## src/sdf_defines.vh

```
// Constants for the sigma-delta decimation filter and reference-detect block
`ifndef SDF_DEFINES_VH
`define SDF_DEFINES_VH
// Modulator sample tick: master clock divided by 16
`define SDF_MOD_DIV        4'hF
// Rate divider word width
`define SDF_SF_W           12
// Chop mode multiplies the decimation period by three
`define SDF_CHOP_MULT      2'h3
// Sinc3 accumulator width: 3*log2(3*4095*16)+1, rounded up
`define SDF_ACC_W          54
// Result width
`define SDF_RES_W          24
// Full-scale result returned when the reference is missing
`define SDF_ALL_ONES       24'hFFFFFF
// Step threshold as a result delta (1 percent of full scale)
`define SDF_STEP_THR       24'h028F5C
// Moving-average length after a step, then back to FIR
`define SDF_AVG_LEN        5'h16
// FIR taps
`define SDF_TAPS           22
`define SDF_TAP_IDX_W      5
// Centre tap index and last tap index of the symmetric window
`define SDF_TAP_MID        5'h0B
`define SDF_TAP_LAST       5'h15
// Second stage modes
`define SDF_S2_FIR         2'h0
`define SDF_S2_BYPASS      2'h1
// Calibration kinds
`define SDF_CAL_NONE       2'h0
`define SDF_CAL_OFFSET     2'h1
`define SDF_CAL_GAIN       2'h2
`endif

```

## src/sdf_filter.v

```verilog
// Sinc3 decimator, second-stage FIR/step averager and reference-detect handling
`timescale 1ns/10ps
`include "sdf_defines.vh"

module sdf_filter
(
  // Clock and reset
  input  wire                    clk_in,
  input  wire                    rstn_in,
  // Modulator and reference comparator
  input  wire                    mod_bit_in,
  input  wire                    ref_low_in,
  input  wire                    ref_open_in,
  // Configuration
  input  wire [`SDF_SF_W-1:0]    rate_divider_word_in,
  input  wire                    chop_enable_in,
  input  wire                    high_reference_mode_in,
  input  wire                    ac_mode_in,
  input  wire                    step_enable_in,
  input  wire                    bypass_in,
  // Calibration request
  input  wire [1:0]              cal_kind_in,
  input  wire                    cal_start_in,
  // Results
  output reg  [`SDF_RES_W-1:0]   data_out,
  output reg                     data_valid_out,
  output reg  [`SDF_RES_W-1:0]   offset_coef_out,
  output reg  [`SDF_RES_W-1:0]   gain_coef_out,
  output reg                     cal_done_out,
  // Status
  output wire                    missing_reference_flag_alt_out,
  output reg                     step_active_out,
  output reg                     excitation_phase_outputs_out
);

  // ---------------------------------------------------------------
  // Functions
  // ---------------------------------------------------------------
  // Absolute difference of two results, used by the step detector
  function [`SDF_RES_W-1:0] absdiff;
    input [`SDF_RES_W-1:0] a;
    input [`SDF_RES_W-1:0] b;
    begin
      absdiff = (a > b) ? (a - b) : (b - a);
    end
  endfunction

  // Fixed symmetric low-pass window, weights 1..11..1 (sum 132)
  function [3:0] fir_coef;
    input [`SDF_TAP_IDX_W-1:0] idx;
    reg   [`SDF_TAP_IDX_W-1:0] mirror;
    begin
      mirror   = `SDF_TAP_LAST - idx;
      fir_coef = (idx < `SDF_TAP_MID) ? (idx[3:0] + 4'h1) : (mirror[3:0] + 4'h1);
    end
  endfunction

  // ---------------------------------------------------------------
  // Reference detect
  // ---------------------------------------------------------------
  // Comparator outputs are synchronous; flag follows them directly
  assign missing_reference_flag_alt_out = ref_low_in | ref_open_in;

  // ---------------------------------------------------------------
  // Modulator sample tick
  // ---------------------------------------------------------------
  reg  [3:0]                 mod_cnt;
  wire                       mod_tick = (mod_cnt == `SDF_MOD_DIV);

  // Divide by 16: 4.9152 MHz gives the 307 kHz modulator rate
  always @(posedge clk_in or negedge rstn_in)
  begin
    if (!rstn_in)
      mod_cnt <= 4'h0;
    else
      mod_cnt <= mod_cnt + 4'h1;
  end

  // ---------------------------------------------------------------
  // Decimation counter
  // ---------------------------------------------------------------
  // Chop needs three times the modulator periods per word for full settling
  wire [13:0] dec_len = chop_enable_in ?
                        ({2'h0, rate_divider_word_in} * {12'h0, `SDF_CHOP_MULT})
                        : {2'h0, rate_divider_word_in};
  reg  [13:0]                dec_cnt;
  wire                       dec_done = mod_tick && (dec_cnt + 14'h1 >= dec_len);

  // Divider zero is treated as one to avoid a stalled chain
  always @(posedge clk_in or negedge rstn_in)
  begin
    if (!rstn_in)
      dec_cnt <= 14'h0;
    else if (dec_done)
      dec_cnt <= 14'h0;
    else if (mod_tick)
      dec_cnt <= dec_cnt + 14'h1;
  end

  // ---------------------------------------------------------------
  // Chop phase and excitation drive
  // ---------------------------------------------------------------
  // Phase toggles each first-stage word in chop or ac mode; drives the excitation switch
  always @(posedge clk_in or negedge rstn_in)
  begin
    if (!rstn_in)
      excitation_phase_outputs_out <= 1'b0;
    else if (dec_done && (chop_enable_in || ac_mode_in))
      excitation_phase_outputs_out <= ~excitation_phase_outputs_out;
  end

  // ---------------------------------------------------------------
  // Sinc3 first stage
  // ---------------------------------------------------------------
  reg  [`SDF_ACC_W-1:0] int1, int2, int3, dif1, dif2, dif3;
  wire [`SDF_ACC_W-1:0] d1 = int3 - dif1;
  wire [`SDF_ACC_W-1:0] d2 = d1 - dif2;
  wire [`SDF_ACC_W-1:0] d3 = d2 - dif3;
  wire [`SDF_ACC_W-1:0] samp = {{(`SDF_ACC_W-1){1'b0}}, mod_bit_in};

  // Integrators at modulator rate, combs at output rate
  always @(posedge clk_in or negedge rstn_in)
  begin
    if (!rstn_in)
    begin
      int1 <= {`SDF_ACC_W{1'b0}};
      int2 <= {`SDF_ACC_W{1'b0}};
      int3 <= {`SDF_ACC_W{1'b0}};
      dif1 <= {`SDF_ACC_W{1'b0}};
      dif2 <= {`SDF_ACC_W{1'b0}};
      dif3 <= {`SDF_ACC_W{1'b0}};
    end
    else
    begin
      if (mod_tick)
      begin
        int1 <= int1 + samp;
        int2 <= int2 + int1;
        int3 <= int3 + int2;
      end
      if (dec_done)
      begin
        dif1 <= int3;
        dif2 <= d1;
        dif3 <= d2;
      end
    end
  end

  // Normalise by the divider word cubed is costly; take the low bits.
  // Limitation: gain depends on divider, calibration absorbs it.
  wire [`SDF_RES_W-1:0] s1_raw = d3[`SDF_RES_W-1:0];
  // Demodulate chop: odd phases carry a reversed input and reference
  wire                  s1_flip = (chop_enable_in || ac_mode_in) && excitation_phase_outputs_out;
  wire [`SDF_RES_W-1:0] s1_word = s1_flip ? ~s1_raw : s1_raw;
  // Low reference without high-reference scaling halves ranges: arithmetic shift right by one, halving the word
  wire [`SDF_RES_W-1:0] s1_out = high_reference_mode_in ? s1_word
                                 : {s1_word[`SDF_RES_W-1], s1_word[`SDF_RES_W-1:1]};

  // ---------------------------------------------------------------
  // Second stage: FIR, step averager, bypass
  // ---------------------------------------------------------------
  reg  [`SDF_RES_W-1:0]   taps [0:`SDF_TAPS-1];
  reg  [`SDF_RES_W-1:0]   prev1, prev2;
  reg  [4:0]              avg_cnt;
  reg  [`SDF_RES_W+4:0]   avg_sum;
  reg  [`SDF_RES_W+7:0]   fir_acc;
  reg  [`SDF_RES_W-1:0]   s2_res;
  integer                 i;
  integer                 j;
  // Divide the whole sum so long averages keep their top bits
  wire [`SDF_RES_W+4:0]   avg_quot = avg_sum / {{(`SDF_RES_W){1'b0}}, avg_cnt + 5'h1};

  // FIR sum over the delay line, normalised by 128 (close to 132)
  always @*
  begin
    fir_acc = {(`SDF_RES_W+8){1'b0}};
    for (i = 0; i < `SDF_TAPS; i = i + 1)
      fir_acc = fir_acc + taps[i] * fir_coef(i[4:0]);
  end

  // Step: compare with the word two back, as the settling lag dictates
  wire step_hit = step_enable_in && (absdiff(s1_out, prev2) > `SDF_STEP_THR);

  always @*
  begin
    if (bypass_in)
      s2_res = s1_out;
    else if (step_active_out)
      s2_res = avg_quot[`SDF_RES_W-1:0];
    else
      s2_res = fir_acc[`SDF_RES_W+6:7];
  end

  // Delay line and averager bookkeeping
  always @(posedge clk_in or negedge rstn_in)
  begin
    if (!rstn_in)
    begin
      for (j = 0; j < `SDF_TAPS; j = j + 1)
        taps[j] <= {`SDF_RES_W{1'b0}};
      prev1           <= {`SDF_RES_W{1'b0}};
      prev2           <= {`SDF_RES_W{1'b0}};
      avg_cnt         <= 5'h0;
      avg_sum         <= {(`SDF_RES_W+5){1'b0}};
      step_active_out <= 1'b0;
    end
    else if (dec_done)
    begin
      taps[0] <= s1_out;
      for (j = 1; j < `SDF_TAPS; j = j + 1)
        taps[j] <= taps[j-1];
      prev1 <= s1_out;
      prev2 <= prev1;
      if (step_hit)
      begin
        // Restart averaging from the new level
        step_active_out <= 1'b1;
        avg_cnt         <= 5'h0;
        avg_sum         <= {5'h0, s1_out};
      end
      else if (step_active_out)
      begin
        if (avg_cnt == `SDF_AVG_LEN)
          step_active_out <= 1'b0;
        else
        begin
          avg_cnt <= avg_cnt + 5'h1;
          avg_sum <= avg_sum + {5'h0, s1_out};
        end
      end
    end
  end

  // ---------------------------------------------------------------
  // Result register and calibration
  // ---------------------------------------------------------------
  reg  [1:0] cal_kind;
  reg        cal_ref_bad;

  // Conversion or calibration word lands one cycle after each decimation
  always @(posedge clk_in or negedge rstn_in)
  begin
    if (!rstn_in)
    begin
      data_out        <= {`SDF_RES_W{1'b0}};
      data_valid_out  <= 1'b0;
      offset_coef_out <= {`SDF_RES_W{1'b0}};
      gain_coef_out   <= {`SDF_RES_W{1'b0}};
      cal_done_out    <= 1'b0;
      cal_kind        <= `SDF_CAL_NONE;
      cal_ref_bad     <= 1'b0;
    end
    else
    begin
      data_valid_out <= 1'b0;
      cal_done_out   <= 1'b0;
      if (cal_start_in && cal_kind_in != `SDF_CAL_NONE)
      begin
        cal_kind    <= cal_kind_in;
        cal_ref_bad <= missing_reference_flag_alt_out;
      end
      else if (cal_kind != `SDF_CAL_NONE)
      begin
        // Any missing reference during the calibration poisons it
        if (dec_done)
        begin
          if (!(cal_ref_bad || missing_reference_flag_alt_out))
          begin
            if (cal_kind == `SDF_CAL_OFFSET)
              offset_coef_out <= s2_res;
            else
              gain_coef_out <= s2_res;
          end
          cal_kind     <= `SDF_CAL_NONE;
          cal_done_out <= 1'b1;
        end
        else if (missing_reference_flag_alt_out)
          cal_ref_bad <= 1'b1;
      end
      else if (dec_done)
      begin
        data_out       <= missing_reference_flag_alt_out ? `SDF_ALL_ONES : s2_res;
        data_valid_out <= 1'b1;
      end
    end
  end

endmodule

```

## config.mk

```make
export PLATFORM = sky130hd
export DESIGN_NAME = sdf_filter
export DESIGN_NICKNAME = d
export VERILOG_FILES = /design/src/sdf_filter.v
export VERILOG_INCLUDE_DIRS = /design/src
export SDC_FILE = /design/constraint.sdc
export NUM_CORES = 2
export LEC_CHECK = 0
export ABC_AREA = 1
export BUFFER_PORTS_ARGS = -buffer_cell sky130_fd_sc_hd__buf_2
export CORE_MARGIN = 2
export CORE_UTILIZATION = 65
export CTS_CLUSTER_SIZE = 30
export DETAILED_ROUTE_END_ITERATION = 12
export GPL_ROUTABILITY_DRIVEN = 0
export PLACE_DENSITY = 0.89
export SETUP_SLACK_MARGIN = 0.1
export SYNTH_ARGS = -nofsm -noshare
export SYNTH_HDL_FRONTEND = slang
export SYNTH_SLANG_ARGS = --single-unit
```

## constraint.sdc

```tcl
create_clock -name clk_in -period 89 [get_ports clk_in]
set_clock_uncertainty 0.1 [all_clocks]
set_input_delay 17.8 -clock clk_in [delete_from_list [all_inputs] [get_ports clk_in]]
set_output_delay 17.8 -clock clk_in [all_outputs]
set_load 0.02 [all_outputs]
```

Yosys cells after proc, flatten, opt, wreduce, memory -nomap -nowiden
Index checks and enable logic that the tools add are counted.

Add/subtract/negate cells: 33. Multiply operators: 15. Div/mod/pow operators: 1. Order comparisons: 3. Equality and inequality tests: 5. Mux-type cells: 30. Bitwise gates (word level): 7. Reductions and logical operators: 20.

Operators with widths (number): 31-bit by 28-bit adder with 31-bit output (6); 24-bit by 3-bit multiplier with 27-bit output, second input constant (6); 31-bit by 27-bit adder with 31-bit output (5); 24-bit two-way mux (5); 24-bit subtractor (5); 24-bit by 4-bit multiplier with 28-bit output, second input constant (4); 54-bit adder (2); 24-bit by 2-bit multiplier with 26-bit output, second input constant (4); 29-bit two-way mux (3); 31-bit by 26-bit adder with 31-bit output (2); 54-bit by 1-bit adder with 54-bit output (1); 14-bit two-way mux (3); 30-bit by 27-bit adder with 31-bit output (1); 31-bit by 24-bit adder with 31-bit output (1); 31-bit by 25-bit adder with 31-bit output (1); 29-bit by 27-bit adder with 30-bit output (1); 28-bit by 27-bit adder with 29-bit output (1); 29-bit by 24-bit adder with 29-bit output (1); 29-bit by 5-bit divider with 29-bit output (1); 27-bit by 26-bit adder with 28-bit output (1); 26-bit by 26-bit adder with 27-bit output (1); 24-bit by 25-bit adder with 26-bit output (1); 24-bit by 18-bit greater-than comparator with 1-bit output, second input constant (1); 24-bit greater-than comparator (1); other kinds (23) (56).

Bits in registers: 893. Input bits: 25. Output and inout bits: 77. Word-level logic and storage cells: 155.

Longest topological paths before layout
Word-level depth: 24. Gate-level depth with buffers: 372. Depth with buffers taken out: 353.

Worst setup path after synthesis
No wires, ideal clock.

Kind: register -> register. Start: register avg_cnt[0]. End: register offset_coef_out[0]. Library setup time: 0.117 ns. Data arrival time: 49.870 ns. Required time: 88.783 ns. Setup slack: 38.913 ns. Stages on the path, launching flop included: 344. Path buffers: 24. Clock period less this slack: 50.087 ns. Cells stage by stage: dfrtp_1 inv_1 ha_1 o21ai_0 nor2_1 nand3_1 nand2_1 nand2_1 ha_1 o21ai_0 a21oi_1 nand2_1 nand2_1 nand2_1 ha_1 inv_1 o21bai_1 nand2_2 (+308 left out) nand3_4 nor2_4 nand2_4 inv_2 o21ai_0 ha_1 nand2_1 nor2_1 a211oi_1 o211ai_1 a21oi_1 nand3_2 nor2_1 nand4_1 nand2_1 nand2_1 nand2_1 nand2_1.

Longest elaborated chain between the ends: 4.

RTL lines: start, declared (RTL line sdf_filter.v:165) `reg [4:0] avg_cnt;`; start signal, assigned (RTL line sdf_filter.v:228) `avg_cnt <= avg_cnt + 5'h1;`; 5-bit by 1-bit adder with 5-bit output (RTL line sdf_filter.v:172) `` wire [`SDF_RES_W+4:0] avg_quot = avg_sum / {{(`SDF_RES_W){1'b0}}, avg_cnt + 5'h1}; ``; 29-bit by 5-bit divider with 29-bit output (RTL line sdf_filter.v:172); 24-bit two-way mux (RTL line sdf_filter.v:189) `else if (step_active_out)`; 24-bit two-way mux (RTL line sdf_filter.v:187) `if (bypass_in)`; end signal, assigned (RTL line sdf_filter.v:248) `` offset_coef_out <= {`SDF_RES_W{1'b0}}; ``; end signal, assigned (RTL line sdf_filter.v:271) `offset_coef_out <= s2_res;`; end, declared (RTL line sdf_filter.v:27) `` output reg [`SDF_RES_W-1:0] offset_coef_out, ``.

No other way between the ends. A chain may end at the register's enable or synchronous reset.

Worst setup path after layout
Start: register avg_cnt[1]. End: register gain_coef_out[0].

Longest elaborated chain between the ends: 4.

RTL lines: 5-bit by 1-bit adder with 5-bit output (RTL line sdf_filter.v:172); 29-bit by 5-bit divider with 29-bit output (RTL line sdf_filter.v:172); 24-bit two-way mux (RTL line sdf_filter.v:189); 24-bit two-way mux (RTL line sdf_filter.v:187); end signal, assigned (RTL line sdf_filter.v:249) `` gain_coef_out <= {`SDF_RES_W{1'b0}}; ``; end signal, assigned (RTL line sdf_filter.v:273) `gain_coef_out <= s2_res;`; end, declared (RTL line sdf_filter.v:28) `` output reg [`SDF_RES_W-1:0] gain_coef_out, ``.

No other way between the ends.

==> metrics.txt <==
post-synthesis sequential area ratio 23.5%; CP Capture Type flip-flop; count of unique library cells instantiated by Yosys slightly below 80; crit path max-delay cell type sky130_fd_sc_hd__nor2_2; main combinational cell family by area after synthesis adder cells; Syn Nets 12100; worst slack at placement slightly above 30 ns; post-detail-place hpwl 187000 microns; hold path start mod_cnt[0]; Largest stage delay, worst path between 0.6 and 0.7 ns; post-synthesis share of cell area spent on and, or, nand and nor gates 20.6%; Clock Pin Slew Worst Setup and Hold Paths roughly 0.060 ns; xor-xnor portion of the synthesized cell area 4.33%; post-place instance area 87500 sq um; number of DRC markers after the initial detailed-route iteration approximately 9100; number of standard-cell rows in the floorplan 133; largest net degree at the start of global routing 164; violated checks max-capacitance violations, max-slew violations; fillcell total around 9100; max-slew violations 4; layout-stage area growth over the synthesis result 6.10%; Final ANT Viol Nets 0; via count of the first global-routing pass 78500; count of buffers added by post-CTS timing repair for setup 0; width of the die 367 microns; post-synthesis cell type with the largest combined area sky130_fd_sc_hd__dfrtp_1; number of setup violations in the final report 0; classification of the worst-slack hold path flip-flop to flip-flop; root buffer cell sky130_fd_sc_hd__clkbuf_16; worst-path fanout max 43; average wire per cell in the routed design 20.3 microns; reg-to-reg startpoint avg_cnt[1]; slew at the pin closest to its max-slew limit 1.55 ns; post-synthesis adder-cell area fraction ~30%; latest clock arrival within the worst-skew pair about 0.73 ns; required time at the worst-slack endpoint 89.51 ns; register cell area after layout 20100 sq um; CTS Buffer Depth 3; maximum clock rate roughly 17 MHz; clock sinks 803; most common cell after layout, fill and taps aside sky130_fd_sc_hd__nand2_1; total global routing track utilization 37.6%; TritonCTS clock tree built; area of the placeable core 131000 sq um; critical path's most frequent cell sky130_fd_sc_hd__nand2_1; total iterations of the first detailed-routing run 9; floorplan die area 135000 sq um; worst-case headroom to the max-slew limit -3.51%; Critical Path Source avg_cnt[1]; area of all placed cells without fillers 90800 sq um; FF+latch count, synth 803; area share of the largest cell type after synthesis 23.5%; data arrival time of the critical path 60.20 ns; Hold Slack 0.358 ns; layout cell share with drive strength beyond 1 under 10%; number of port buffers just over 100; crit share post-route 67.1%; via count normalized by instance count ~6.1; vias between 70000 and 80000; number of maximum-capacitance constraint violations 1; multiplexer share of the synthesized area less than 1%; compound-cell area share of the yosys netlist around 11%; DR DRC count 0; RSZ-0062 raised after global routing false; wire length of the first global-routing pass between 400000 and 500000 microns; height of the die 367 microns; final-stage net count approximately 12000; overall overflow remaining after global route 0; startpoint class of the critical path flip-flop; Clock H-tree levels 3; most frequent cells in the layout sky130_fd_sc_hd__nand2_1 (2091), sky130_fd_sc_hd__inv_1 (1951), sky130_fd_sc_hd__o21ai_0 (947); outcome finished, violations left; asr flop ratio synth 100%; cell types occupying the most area after synthesis sky130_fd_sc_hd__dfrtp_1 (23%), sky130_fd_sc_hd__fa_1 (19%), sky130_fd_sc_hd__ha_1 (11%); Top FF cell, synth sky130_fd_sc_hd__dfrtp_1; total clock buffers created by CTS 90; starting density of the core between 60% and 70%; number of synthesis warnings 0; final critical-path required period a little under 60 ns; number of enable-type register cells in the synthesized netlist 0; worst path setup slack after routing 29.31 ns; antenna violations before repair 5; hold violation count in the final report 0; Crit Path Class flip-flop to flip-flop; total of cells resized after clock tree synthesis 0; number of hold buffers added after CTS 0; synthesized area divided by synthesized cell count 8.10 sq um; cell area after synthesis 85600 sq um; boundary pin count 102; final-layout setup total negative slack 0 ns; Gate Count Post-Synth 10600; Routed WL approximately 250000 microns; total area of multi-input combinational cells 56600 sq um
==> per-layer routing <==
layer / routed length [microns] / vias to the layer above / GRT usage, %
li1: - / 33400 / -
met2: 116000 / 4894 / 60.3
met1: 86300 / 35800 / 43.6
met3: 26800 / 1633 / 10.0
met5: 60 / - / 0.285
met4: 22400 / 4 / 27.4
==> flip-flops by register name, summed over array words and instances, names as in the netlist <==
signal and flops:
cal_ref_bad 1, offset_coef_out 24, avg_sum 29, avg_cnt 5
dif3 24, excitation_phase_outputs_out 1, int3 24, cal_done_out 1
taps 480, cal_kind 2, int1 24, dif2 24
data_out 24, int2 24, dec_cnt 14, data_valid_out 1
prev1 24, mod_cnt 4, step_active_out 1, dif1 24
prev2 24, gain_coef_out 24
==> synthesized netlist by cell type (all sizes together) (7+ instances only) <==
library cell / count
a211oi: 14
a21o: 30
a21oi: 421
a221oi: 7
a31oi: 18
buf: 50
clkbuf: 209
clkinv: 36
dfrtp: 803
fa: 828
ha: 723
inv: 2000
nand2: 2270
nand3: 543
nand3b: 28
nand4: 162
nor2: 645
nor3: 59
nor4: 9
o211ai: 33
o21a: 14
o21ai: 1016
o21bai: 76
o22ai: 46
o31ai: 17
or2: 34
xnor2: 144
xor2: 279
==> final timing paths <==
check | to | slack (ns) | depth (start not counted)
setup / recovery | gain_coef_out[0] | 29.31 | 330
hold / removal | mod_cnt[0] | 0.36 | 1
setup reg to reg | gain_coef_out[0] | 29.31 | 330
hold reg to reg | mod_cnt[0] | 0.36 | 1
max in group asynchronous | taps[6] | 68.48 | 4
min in group asynchronous | int1[5] | 17.06 | 1
==> logic make-up after synthesis <==
family / after synthesis
multiplexers: 5
adder cells (fa/ha/maj): 1551
AO/OA/AOI/OAI: 1722
flip-flops: 803
AND/OR/NAND/NOR: 3768
buffers and inverters: 2295
XOR/XNOR: 423
==> critical path, delay by kind of cell, from the launching register on <==
kind	cells	cell delay (ns)
flip-flops	1	0.43
adder cells (fa/ha/maj)	29	9.73
AO/OA/AOI/OAI	92	19.57
AND/OR/NAND/NOR	157	23.33
buffers and inverters	52	6.23
==> layout make-up <==
class | instances | area share [%]
Antenna cell | 4 | 0.0110
Clock buffer | 123 | 2.79
Clock inverter | 45 | 0.783
Inverter | 2036 | 8.44
Multi-Input combinational cell | 7469 | 62.3
Sequential cell | 803 | 22.1
Tap cell | 1755 | 2.42
Timing Repair Buffer | 164 | 1.12
==> per-stage QoR <==
stage | util, % | cells
global placement | 66.7 | 12200
finish | 69.2 | 12400
floorplan | - | 10600
detailed placement | 66.7 | 12200
CTS | 69.2 | 12400
global route | 69.2 | 12400
Power is left out: the tool's default activity adds up to more than one toggle a clock period on the data nets, which glitch-free logic cannot reach.
